<file path="src/include/irq_prio_map.vh">
// Constants for the four-level interrupt priority controller
`ifndef IRQ_PRIO_MAP_VH
`define IRQ_PRIO_MAP_VH

`define NUM_SRC 14
// Source index equals arbitration rank minus one
`define SRC_EXT0 0
`define SRC_BOD 1
`define SRC_WDT 2
`define SRC_TMR0 3
`define SRC_TWI 4
`define SRC_ADC 5
`define SRC_EXT1 6
`define SRC_KBD 7
`define SRC_TMR1 8
`define SRC_SER 9
`define SRC_BRK 10
`define SRC_SPI 11
`define SRC_TMR2 12
`define SRC_CAP 13

`define VEC_EXT0 16'h0003
`define VEC_TMR0 16'h000b
`define VEC_EXT1 16'h0013
`define VEC_TMR1 16'h001b
`define VEC_SER 16'h0023
`define VEC_TMR2 16'h002b
`define VEC_TWI 16'h0033
`define VEC_KBD 16'h003b
`define VEC_BOD 16'h0043
`define VEC_SPI 16'h004b
`define VEC_WDT 16'h0053
`define VEC_ADC 16'h005b
`define VEC_CAP 16'h0063
`define VEC_BRK 16'h0073

// Register bit positions
`define BASE_GLB_EN 7
`define BASE_EXT0_EN 0
`define BASE_TMR0_EN 1
`define BASE_EXT1_EN 2
`define BASE_TMR1_EN 3
`define BASE_SER_EN 4
`define BASE_BOD_EN 5
`define BASE_ADC_EN 6
`define BASE_CAP_PRIO 7
`define EXT_TWI 0
`define EXT_KBD 1
`define EXT_CAP_EN 2
`define EXT_WDT 4
`define EXT_BRK 5
`define EXT_SPI 6
`define EXT_TMR2 7

`define CALL_CYCLES 3'h4
`define SP_RESET 8'h07

`endif

</file>
<file path="src/rtl/irq_arbiter.v">
// Priority resolver: highest level first, fixed rank within a level
`timescale 1ns/1ps
`include "irq_prio_map.vh"
module irq_arbiter (
  input wire [13:0] req_i,
  input wire [27:0] lvl_i,
  output reg found_o,
  output reg [3:0] idx_o,
  output reg [1:0] lvl_o
);
  integer i;
  integer l;
  reg done;

  always @* begin
    found_o = 1'b0;
    idx_o = 4'h0;
    lvl_o = 2'h0;
    done = 1'b0;
    for (l = 3; l >= 0; l = l - 1) begin
      for (i = 0; i < `NUM_SRC; i = i + 1) begin
        if (!done && req_i[i] && lvl_i[2*i +: 2] == l[1:0]) begin
          done = 1'b1;
          found_o = 1'b1;
          idx_o = i[3:0];
          lvl_o = l[1:0];
        end
      end
    end
  end
endmodule // irq_arbiter

</file>
<file path="src/rtl/irq_edge_detect.v">
// External request input synchroniser and falling edge detector
`timescale 1ns/1ps
module irq_edge_detect (
  input wire ref_clk_i,
  input wire nrst_i,
  input wire mc_tick_i,
  input wire pin_i,
  output wire fall_o
);
  reg sync1_q;
  reg sync2_q;
  reg prev_q;

  // Two flops for the asynchronous pin, then one sample per machine cycle
  always @(posedge ref_clk_i or negedge nrst_i) begin
    if (!nrst_i) begin
      sync1_q <= 1'b1;
      sync2_q <= 1'b1;
      prev_q <= 1'b1;
    end else begin
      sync1_q <= pin_i;
      sync2_q <= sync1_q;
      if (mc_tick_i) begin
        prev_q <= sync2_q;
      end
    end
  end

  // High in one machine cycle, low in the next
  assign fall_o = mc_tick_i & prev_q & ~sync2_q;
endmodule // irq_edge_detect

</file>
<file path="src/rtl/irq_prio_ctrl.v">
// Four-level interrupt priority and vectoring controller
`timescale 1ns/1ps
`include "irq_prio_map.vh"
module irq_prio_ctrl (
  input wire ref_clk_i,
  input wire nrst_i,
  input wire mc_tick_i,
  input wire last_cycle_i,
  input wire cfg_write_i,
  input wire isr_exit_i,
  input wire ret_i,
  input wire [7:0] base_enable_reg_i,
  input wire [7:0] ext_enable_reg_i,
  input wire [7:0] base_prio_low_reg_i,
  input wire [7:0] base_prio_high_reg_i,
  input wire [7:0] ext_prio_low_reg_i,
  input wire [7:0] ext_prio_high_reg_i,
  input wire [15:0] pc_i,
  input wire [15:0] pop_pc_i,
  input wire ext0_pin_n_i,
  input wire ext1_pin_n_i,
  input wire ext0_edge_mode_i,
  input wire ext1_edge_mode_i,
  input wire ext0_sw_set_i,
  input wire ext0_sw_clr_i,
  input wire ext1_sw_set_i,
  input wire ext1_sw_clr_i,
  input wire timer0_ovf_i,
  input wire timer1_ovf_i,
  input wire timer0_sw_clr_i,
  input wire timer1_sw_clr_i,
  input wire brownout_flag_i,
  input wire watchdog_flag_i,
  input wire twowire_timeout_flag_i,
  input wire converter_done_flag_i,
  input wire [7:0] keypad_flags_i,
  input wire serial_tx_flag_i,
  input wire serial_rx_flag_i,
  input wire brake_flag_i,
  input wire sp_done_flag_i,
  input wire sp_mode_fault_flag_i,
  input wire sp_overrun_flag_i,
  input wire timer2_match_flag_i,
  input wire [2:0] capture_flags_i,
  input wire internal_rc_oscillator_i,
  output reg ext0_request_flag_o,
  output reg ext1_request_flag_o,
  output reg timer0_overflow_flag_o,
  output reg timer1_overflow_flag_o,
  output reg call_busy_o,
  output reg push_o,
  output reg [15:0] push_data_o,
  output reg pc_load_o,
  output reg [15:0] pc_load_val_o,
  output reg [3:0] in_service_o,
  output reg [3:0] active_src_o,
  output reg wake_o
);
  // ---------------------------------------------------------------
  // Helpers
  // ---------------------------------------------------------------
  function [15:0] vec_of;
    input [3:0] idx;
    begin
      case (idx)
        4'h0: vec_of = `VEC_EXT0;
        4'h1: vec_of = `VEC_BOD;
        4'h2: vec_of = `VEC_WDT;
        4'h3: vec_of = `VEC_TMR0;
        4'h4: vec_of = `VEC_TWI;
        4'h5: vec_of = `VEC_ADC;
        4'h6: vec_of = `VEC_EXT1;
        4'h7: vec_of = `VEC_KBD;
        4'h8: vec_of = `VEC_TMR1;
        4'h9: vec_of = `VEC_SER;
        4'ha: vec_of = `VEC_BRK;
        4'hb: vec_of = `VEC_SPI;
        4'hc: vec_of = `VEC_TMR2;
        default: vec_of = `VEC_CAP;
      endcase
    end
  endfunction

  // One-hot mask of the highest set in-service bit, 0 when none
  function [3:0] top_bit;
    input [3:0] v;
    begin
      top_bit = v[3] ? 4'h8 : v[2] ? 4'h4 : v[1] ? 4'h2 : v[0] ? 4'h1 : 4'h0;
    end
  endfunction

  // ---------------------------------------------------------------
  // Synchronise asynchronous flag inputs
  // ---------------------------------------------------------------
  wire [13:0] raw_flags;
  reg [13:0] s1_q;
  reg [13:0] s2_q;
  reg [13:0] smp_q;
  wire ext0_fall;
  wire ext1_fall;

  irq_edge_detect u_ext0 (
    .ref_clk_i(ref_clk_i),
    .nrst_i(nrst_i),
    .mc_tick_i(mc_tick_i),
    .pin_i(ext0_pin_n_i),
    .fall_o(ext0_fall)
  );

  irq_edge_detect u_ext1 (
    .ref_clk_i(ref_clk_i),
    .nrst_i(nrst_i),
    .mc_tick_i(mc_tick_i),
    .pin_i(ext1_pin_n_i),
    .fall_o(ext1_fall)
  );

  // Level-mode external pins are passed through the same sync chain
  assign raw_flags = {
    |capture_flags_i,
    timer2_match_flag_i,
    sp_done_flag_i | sp_mode_fault_flag_i | sp_overrun_flag_i,
    brake_flag_i,
    serial_tx_flag_i | serial_rx_flag_i,
    1'b0,
    |keypad_flags_i,
    ~ext1_pin_n_i,
    converter_done_flag_i,
    twowire_timeout_flag_i,
    1'b0,
    watchdog_flag_i,
    brownout_flag_i,
    ~ext0_pin_n_i
  };

  // ---------------------------------------------------------------
  // Hardware-cleared flags (external request flags only in edge mode; in level mode they follow the pin)
  // ---------------------------------------------------------------
  reg [2:0] state_q;
  reg [2:0] cnt_q;
  reg [3:0] win_idx_q;
  reg [1:0] win_lvl_q;
  wire ack;
  wire ack_ext0;
  wire ack_ext1;

  localparam ST_IDLE = 3'h0;
  localparam ST_CALL = 3'h1;

  assign ack = (state_q == ST_CALL) && (cnt_q == 3'h0) && mc_tick_i;
  assign ack_ext0 = ack && win_idx_q == `SRC_EXT0;
  assign ack_ext1 = ack && win_idx_q == `SRC_EXT1;

  always @(posedge ref_clk_i or negedge nrst_i) begin
    if (!nrst_i) begin
      s1_q <= 14'h0000;
      s2_q <= 14'h0000;
      ext0_request_flag_o <= 1'b0;
      ext1_request_flag_o <= 1'b0;
      timer0_overflow_flag_o <= 1'b0;
      timer1_overflow_flag_o <= 1'b0;
    end else begin
      s1_q <= raw_flags;
      s2_q <= s1_q;
      // Set wins over any clear in the same cycle
      if (ext0_edge_mode_i) begin
        if (ext0_fall || ext0_sw_set_i)
          ext0_request_flag_o <= 1'b1;
        else if (ack_ext0 || ext0_sw_clr_i)
          ext0_request_flag_o <= 1'b0;
      end else begin
        ext0_request_flag_o <= s2_q[`SRC_EXT0] | ext0_sw_set_i;
      end
      if (ext1_edge_mode_i) begin
        if (ext1_fall || ext1_sw_set_i)
          ext1_request_flag_o <= 1'b1;
        else if (ack_ext1 || ext1_sw_clr_i)
          ext1_request_flag_o <= 1'b0;
      end else begin
        ext1_request_flag_o <= s2_q[`SRC_EXT1] | ext1_sw_set_i;
      end
      if (timer0_ovf_i)
        timer0_overflow_flag_o <= 1'b1;
      else if ((ack && win_idx_q == `SRC_TMR0) || timer0_sw_clr_i)
        timer0_overflow_flag_o <= 1'b0;
      if (timer1_ovf_i)
        timer1_overflow_flag_o <= 1'b1;
      else if ((ack && win_idx_q == `SRC_TMR1) || timer1_sw_clr_i)
        timer1_overflow_flag_o <= 1'b0;
    end
  end

  // ---------------------------------------------------------------
  // Sampling, enables and levels
  // ---------------------------------------------------------------
  wire [13:0] flags_now;
  wire [13:0] enables;
  wire [27:0] levels;
  wire [13:0] req;
  wire found;
  wire [3:0] win_idx;
  wire [1:0] win_lvl;
  wire [3:0] isr_top;
  wire blocked;
  wire take;
  genvar g;

  // other flags merely pass through; only software clears them
  assign flags_now = {s2_q[13:10], s2_q[9], timer1_overflow_flag_o,
    s2_q[7], ext1_request_flag_o, s2_q[5:4], timer0_overflow_flag_o,
    s2_q[2:1], ext0_request_flag_o};

  assign enables = {
    ext_enable_reg_i[`EXT_CAP_EN],
    ext_enable_reg_i[`EXT_TMR2],
    ext_enable_reg_i[`EXT_SPI],
    ext_enable_reg_i[`EXT_BRK],
    base_enable_reg_i[`BASE_SER_EN],
    base_enable_reg_i[`BASE_TMR1_EN],
    ext_enable_reg_i[`EXT_KBD],
    base_enable_reg_i[`BASE_EXT1_EN],
    base_enable_reg_i[`BASE_ADC_EN],
    ext_enable_reg_i[`EXT_TWI],
    base_enable_reg_i[`BASE_TMR0_EN],
    ext_enable_reg_i[`EXT_WDT],
    base_enable_reg_i[`BASE_BOD_EN],
    base_enable_reg_i[`BASE_EXT0_EN]
  };

  // High bit from the high register, low bit from the low register
  `define PR(r, b) {base_prio_high_reg_i[b], base_prio_low_reg_i[b]}
  `define PX(b) {ext_prio_high_reg_i[b], ext_prio_low_reg_i[b]}
  assign levels = {
    `PR(0, `BASE_CAP_PRIO), `PX(7), `PX(6), `PX(5),
    `PR(0, 4), `PR(0, 3), `PX(1), `PR(0, 2),
    `PR(0, 6), `PX(0), `PR(0, 1), `PX(4), `PR(0, 5), `PR(0, 0)
  };

  // Per-machine-cycle snapshot; nothing survives a denial
  always @(posedge ref_clk_i or negedge nrst_i) begin
    if (!nrst_i)
      smp_q <= 14'h0000;
    else if (mc_tick_i)
      smp_q <= flags_now;
  end

  generate
    for (g = 0; g < `NUM_SRC; g = g + 1) begin : g_req
      assign req[g] = smp_q[g] & enables[g] &
        base_enable_reg_i[`BASE_GLB_EN];
    end
  endgenerate

  irq_arbiter u_arb (
    .req_i(req),
    .lvl_i(levels),
    .found_o(found),
    .idx_o(win_idx),
    .lvl_o(win_lvl)
  );

  assign isr_top = top_bit(in_service_o);
  // Preempt only when strictly above every level in service
  assign blocked = (isr_top >> win_lvl) != 4'h0;
  assign take = mc_tick_i && found && !blocked && last_cycle_i
    && !cfg_write_i && !isr_exit_i && state_q == ST_IDLE;

  // ---------------------------------------------------------------
  // Vector call sequencer and in-service tracking
  // ---------------------------------------------------------------
  always @(posedge ref_clk_i or negedge nrst_i) begin
    if (!nrst_i) begin
      state_q <= ST_IDLE;
      cnt_q <= 3'h0;
      win_idx_q <= 4'h0;
      win_lvl_q <= 2'h0;
      call_busy_o <= 1'b0;
      push_o <= 1'b0;
      push_data_o <= 16'h0000;
      pc_load_o <= 1'b0;
      pc_load_val_o <= 16'h0000;
      in_service_o <= 4'h0;
      active_src_o <= 4'h0;
    end else begin
      push_o <= 1'b0;
      pc_load_o <= 1'b0;
      case (state_q)
        ST_IDLE: begin
          if (take) begin
            state_q <= ST_CALL;
            cnt_q <= `CALL_CYCLES - 3'h1;
            win_idx_q <= win_idx;
            win_lvl_q <= win_lvl;
            call_busy_o <= 1'b1;
            push_o <= 1'b1;
            push_data_o <= pc_i;
          end else if (mc_tick_i && isr_exit_i) begin
            pc_load_o <= 1'b1;
            pc_load_val_o <= pop_pc_i;
            in_service_o <= in_service_o & ~top_bit(in_service_o);
          end else if (mc_tick_i && ret_i) begin
            pc_load_o <= 1'b1;
            pc_load_val_o <= pop_pc_i;
          end
        end
        ST_CALL: begin
          if (mc_tick_i) begin
            if (cnt_q == 3'h0) begin
              state_q <= ST_IDLE;
              call_busy_o <= 1'b0;
              pc_load_o <= 1'b1;
              pc_load_val_o <= vec_of(win_idx_q);
              in_service_o <= in_service_o | (4'h1 << win_lvl_q);
              active_src_o <= win_idx_q;
            end else begin
              cnt_q <= cnt_q - 3'h1;
            end
          end
        end
        default: begin
          state_q <= ST_IDLE;
        end
      endcase
    end
  end

  // ---------------------------------------------------------------
  // Power-down wake
  // ---------------------------------------------------------------
  always @(posedge ref_clk_i or negedge nrst_i) begin
    if (!nrst_i)
      wake_o <= 1'b0;
    else
      wake_o <= req[`SRC_EXT0] | req[`SRC_EXT1] | req[`SRC_BOD] |
        req[`SRC_WDT] | req[`SRC_KBD] |
        (req[`SRC_ADC] & internal_rc_oscillator_i);
  end
  `undef PR
  `undef PX
endmodule // irq_prio_ctrl

</file>
<file path="config.mk">
export PLATFORM = sky130hd
export DESIGN_NAME = irq_prio_ctrl
export DESIGN_NICKNAME = d
export VERILOG_FILES = /design/src/rtl/irq_arbiter.v /design/src/rtl/irq_edge_detect.v /design/src/rtl/irq_prio_ctrl.v
export VERILOG_INCLUDE_DIRS = /design/src /design/src/include
export SDC_FILE = /design/constraint.sdc
export NUM_CORES = 1
export LEC_CHECK = 0
export BUFFER_PORTS_ARGS = -buffer_cell sky130_fd_sc_hd__buf_4
export CAP_MARGIN = 20
export CORE_MARGIN = 2
export CORE_UTILIZATION = 30
export DETAILED_ROUTE_END_ITERATION = 12
export GPL_ROUTABILITY_DRIVEN = 0
export SLEW_MARGIN = 10
export SYNTH_ARGS = -nofsm -noshare
export SYNTH_HDL_FRONTEND = slang
export SYNTH_SLANG_ARGS = --single-unit
</file>
<file path="constraint.sdc">
create_clock -name ref_clk_i -period 8.3 [get_ports ref_clk_i]
set_input_delay 1.245 -clock ref_clk_i [delete_from_list [all_inputs] [get_ports ref_clk_i]]
set_output_delay 1.245 -clock ref_clk_i [all_outputs]
set_load 0.01 [all_outputs]
</file>
==> metrics.md <==
| Metric | Value |
|---|---|
| Pre-Repair DR Iteration Count | `5` |
| Most used DFF post-synth | `dfrtp_1` |
| # H-tree levels | `3` |
| Final setup viols | `0` |
| Register area | `2535 um^2` |
| RR Startpoint | `smp_q[0]` |
| 1st-iter DRT viols | `449` |
| DIE HEIGHT | `roughly 140 um` |
| Register area share after synthesis | `approximately 47%` |
| Startpoint Class | `input port` |
| Crit end category | `flip-flop` |
| DRC Markers | `0` |
| Clk Latency, worst-skew pair | `about 350 ps` |
| Worst-path cell chain | `buf_4, and4_1, a2bb2oi_1, nand4_1, or4_1, o211ai_2, nor2_1, o22ai_2, mux2_2` |
| CP startpoint | `base_enable_reg_i[7]` |
| Post-route clock period utilization | `approximately 53%` |
| Min cycle time layout | `4431 ps` |
| Final Hold Fails | `0` |
| Clock sink total | `roughly 100` |
| Clk pin slew, worst setup/hold paths | `~60 ps` |
| Vias per Instance | `around 5.5` |
| Width of the die | `138.2 um` |
| Slew @ Worst Pin | `between 800 and 900 ps` |
| First-pass GRT wire length | `approximately 26,000 um` |
| Global Route Usage Sum | `between 10% and 20%` |
| Syn_nets | `about 650` |
| Wire per inst | `~18 um` |
| Clock tree from TritonCTS | `built` |
| Ys Warns | `0` |
| Initial antenna violation count | `0` |
| Yosys top cell by area | `dfrtp_1` |
| Die Area | `roughly 19,000 um^2` |
| Hold/Removal Path Class | `flip-flop to flip-flop` |
| Max frequency | `approximately 230 MHz` |
| Max_cap viols | `0` |
| Port Buffer Count | `around 160` |
| Fin util | `39.95%` |
| IO Count | `170` |
| Root Buffer Master | `clkbuf_16` |
| CTS Hold Bufs | `0` |
| Antenna viol nets, final | `0` |
| Setup bufs post-CTS | `0` |
| Post-cts gate resize count | `0` |
| Headroom to the max-slew limit | `42.80%` |
| Initial Utilization | `a little under a third` |
| Post-Place Setup Slack | `between 3000 and 4000 ps` |
| Post-synth EDFFs | `0` |
| HPWL after detailed placement | `around 12,000 um` |
| # fillers | `1,721` |
| Asr flop ratio synth | `between 90% and 100%` |
| Synthesized flop and latch total | `a little over 100` |
| Arr. time, crit path | `roughly 4700 ps` |
| DRT Wirelength | `16,150 um` |
| Layout cells sized above 1 | `roughly a third` |
| Area grow syn2layout | `31.94%` |
| Avg Cell Area, Syn | `between 10 and 15 um^2` |
| Core Area | `roughly 18,000 um^2` |
| Outcome | `finished, final reports clean` |
| Yosys top cell area share | `between 40 and 50%` |
| Synth Instances | `around 520` |
| Mapped Area | `between 5000 and 6000 um^2` |
| Clock tree buffer depth | `2` |
| Rows | `49` |
| Length in cells of the worst reg-to-reg path | `8` |
| Max incr delay on CP | `between 700 and 800 ps` |
| CP Class | `input port to flip-flop` |
| Sum of negative setup slack | `0 ps` |
| Footprint of the multi-input gates | `between 2000 and 3000 um^2` |
| Remaining Overflow, GRT | `0` |
| Area contributors post-synth | `dfrtp_1 44%, mux2_2 5.2%, mux2_1 3.3%` |
| Vias in the first global route | `roughly 5,000` |
| WP data required | `approximately 8500 ps` |
| Final Worst Setup Slack | `3869 ps` |
| Pwr Density | `between 200 and 300 nW/um^2` |
| CP max FO | `47` |
| Skew final | `9.625 ps` |
| Final net count | `roughly 800` |
| Pwr Total | `roughly 1.8 mW` |
| Crit path max-delay cell type | `or4_1` |
| Diode count | `0` |
| Slew Viols, Final | `0` |
| Yosys cell types | `72` |
| Hold Path Origin | `s1_q[9]` |
| Leakage | `about 3.2 nW` |
| Hold path cells | `0` |
| Largest net degree at the start of global routing | `55` |
| Vias | `4,966` |
| RSZ-0062 raised after global routing | `false` |
| Num CTS Buffers | `9` |
| Peak supply drop | `0.1277 mV` |
-- flip-flops by register name, summed over array words and instances (netlist names), 2 cells and up --
register and flops:
s1_q 12, pc_load_val_o 16, smp_q 14, cnt_q 3, win_idx_q 4, push_data_o 16, win_lvl_q 2, active_src_o 4
in_service_o 4, s2_q 12
-- cells by family (layout without fill, tap and decap cells) --
family	count (synthesis)	after routing	synth area share, %
compound gates	115	115	16.67
simple gates	204	204	21.72
fa+ha+maj	7	7	1.621
flops	101	101	46.92
mux	43	43	9.148
buf+inv	47	205	3.914
-- worst max-delay path: cells and delay by family --
| kind | cells | cell delay [ps] |
|---|---|---|
| and+or+nand+nor | 4 | 1480 |
| AOI/OAI and AO/OA | 3 | 1280 |
| muxes | 1 | 410 |
| buffers and inverters | 1 | 240 |
-- per-stage QoR --
step | instances | instance area, um^2 | hold WS, ps
floorplan | 517 | 5403 | 331.2
global placement | 888 | 6810 | 333.4
detailed placement | 888 | 6810 | 334.7
CTS | 904 | 7128 | 349.9
global route | 904 | 7128 | 354.9
finish | 904 | 7128 | 345.7
-- power by group --
group | internal, mW | total [mW] | leakage (nW) | switching [mW]
Sequential | 0.625 | 0.735 | 1.17 | 0.110
Combinational | 0.321 | 0.613 | 1.84 | 0.292
Clock | 0.264 | 0.449 | 0.149 | 0.185
Total | 1.21 | 1.80 | 3.16 | 0.586
-- per-layer routing --
layer	vias to the layer above	track usage, %	routed length (um)
met5	-	0	0
met3	34	4.815	1271
met2	211	27.41	7682
met4	0	7.519	510
met1	2421	20.95	6684
li1	2300	-	-
-- cells in the mapped netlist, types with 3 or more instances --
master     instances
dfrtp_1           95
nor2_1            37
nand2_1           32
mux2_2            25
inv_1             23
nand4_1           22
nor3_1            20
mux2_1            16
nand3_1           15
o21ai_0           13
a32o_1            12
clkbuf_1          12
a21oi_1           10
a22oi_1           10
and4_1            10
nor2b_1            9
o22ai_1            8
or2_2              8
and4b_1            7
ha_1               7
nand4b_1           7
nor4_1             7
or3_1              7
a31oi_1            6
dfstp_2            6
a21o_1             4
a2bb2oi_1          4
a31o_2             4
buf_2              4
buf_4              4
nand2b_1           4
nor3b_1            4
o2bb2ai_1          4
a211oi_1           3
o211ai_1           3
o31ai_1            3
o32ai_1            3
or4_1              3
-- final timing paths --
check / endpoint / slack, ps
min in group asynchronous: pc_load_val_o[9] / 930
setup / recovery: pc_load_val_o[3] / 3870
hold / removal: s2_q[9] / 350
max in group asynchronous: in_service_o[1] / 6250
hold reg to reg: s2_q[9] / 350
setup reg to reg: pc_load_val_o[3] / 4560
-- layout make-up --
cell class	count	area share (%)
repair buffers	166	17.48
inverters	23	1.211
multi-input cells	369	37.27
clock buffers	10	3.212
well taps	229	4.020
clock inverters	6	1.246
flip-flops and latches	101	35.56
-- placed cells by master, fill, tap and decap left out, types with 8 or more instances in the layout --
cell type	n
buf_4	166
a21oi_1	10
o22ai_1	8
inv_1	23
or2_2	8
nor3_1	20
a32o_1	12
and4_1	10
nor2b_1	9
nand3_1	15
nor2_1	37
mux2_1	16
o21ai_0	13
dfrtp_1	95
a22oi_1	10
nand4_1	22
nand2_1	32
mux2_2	25
clkbuf_16	9
No activity file was read; power rests on OpenSTA's default activity.
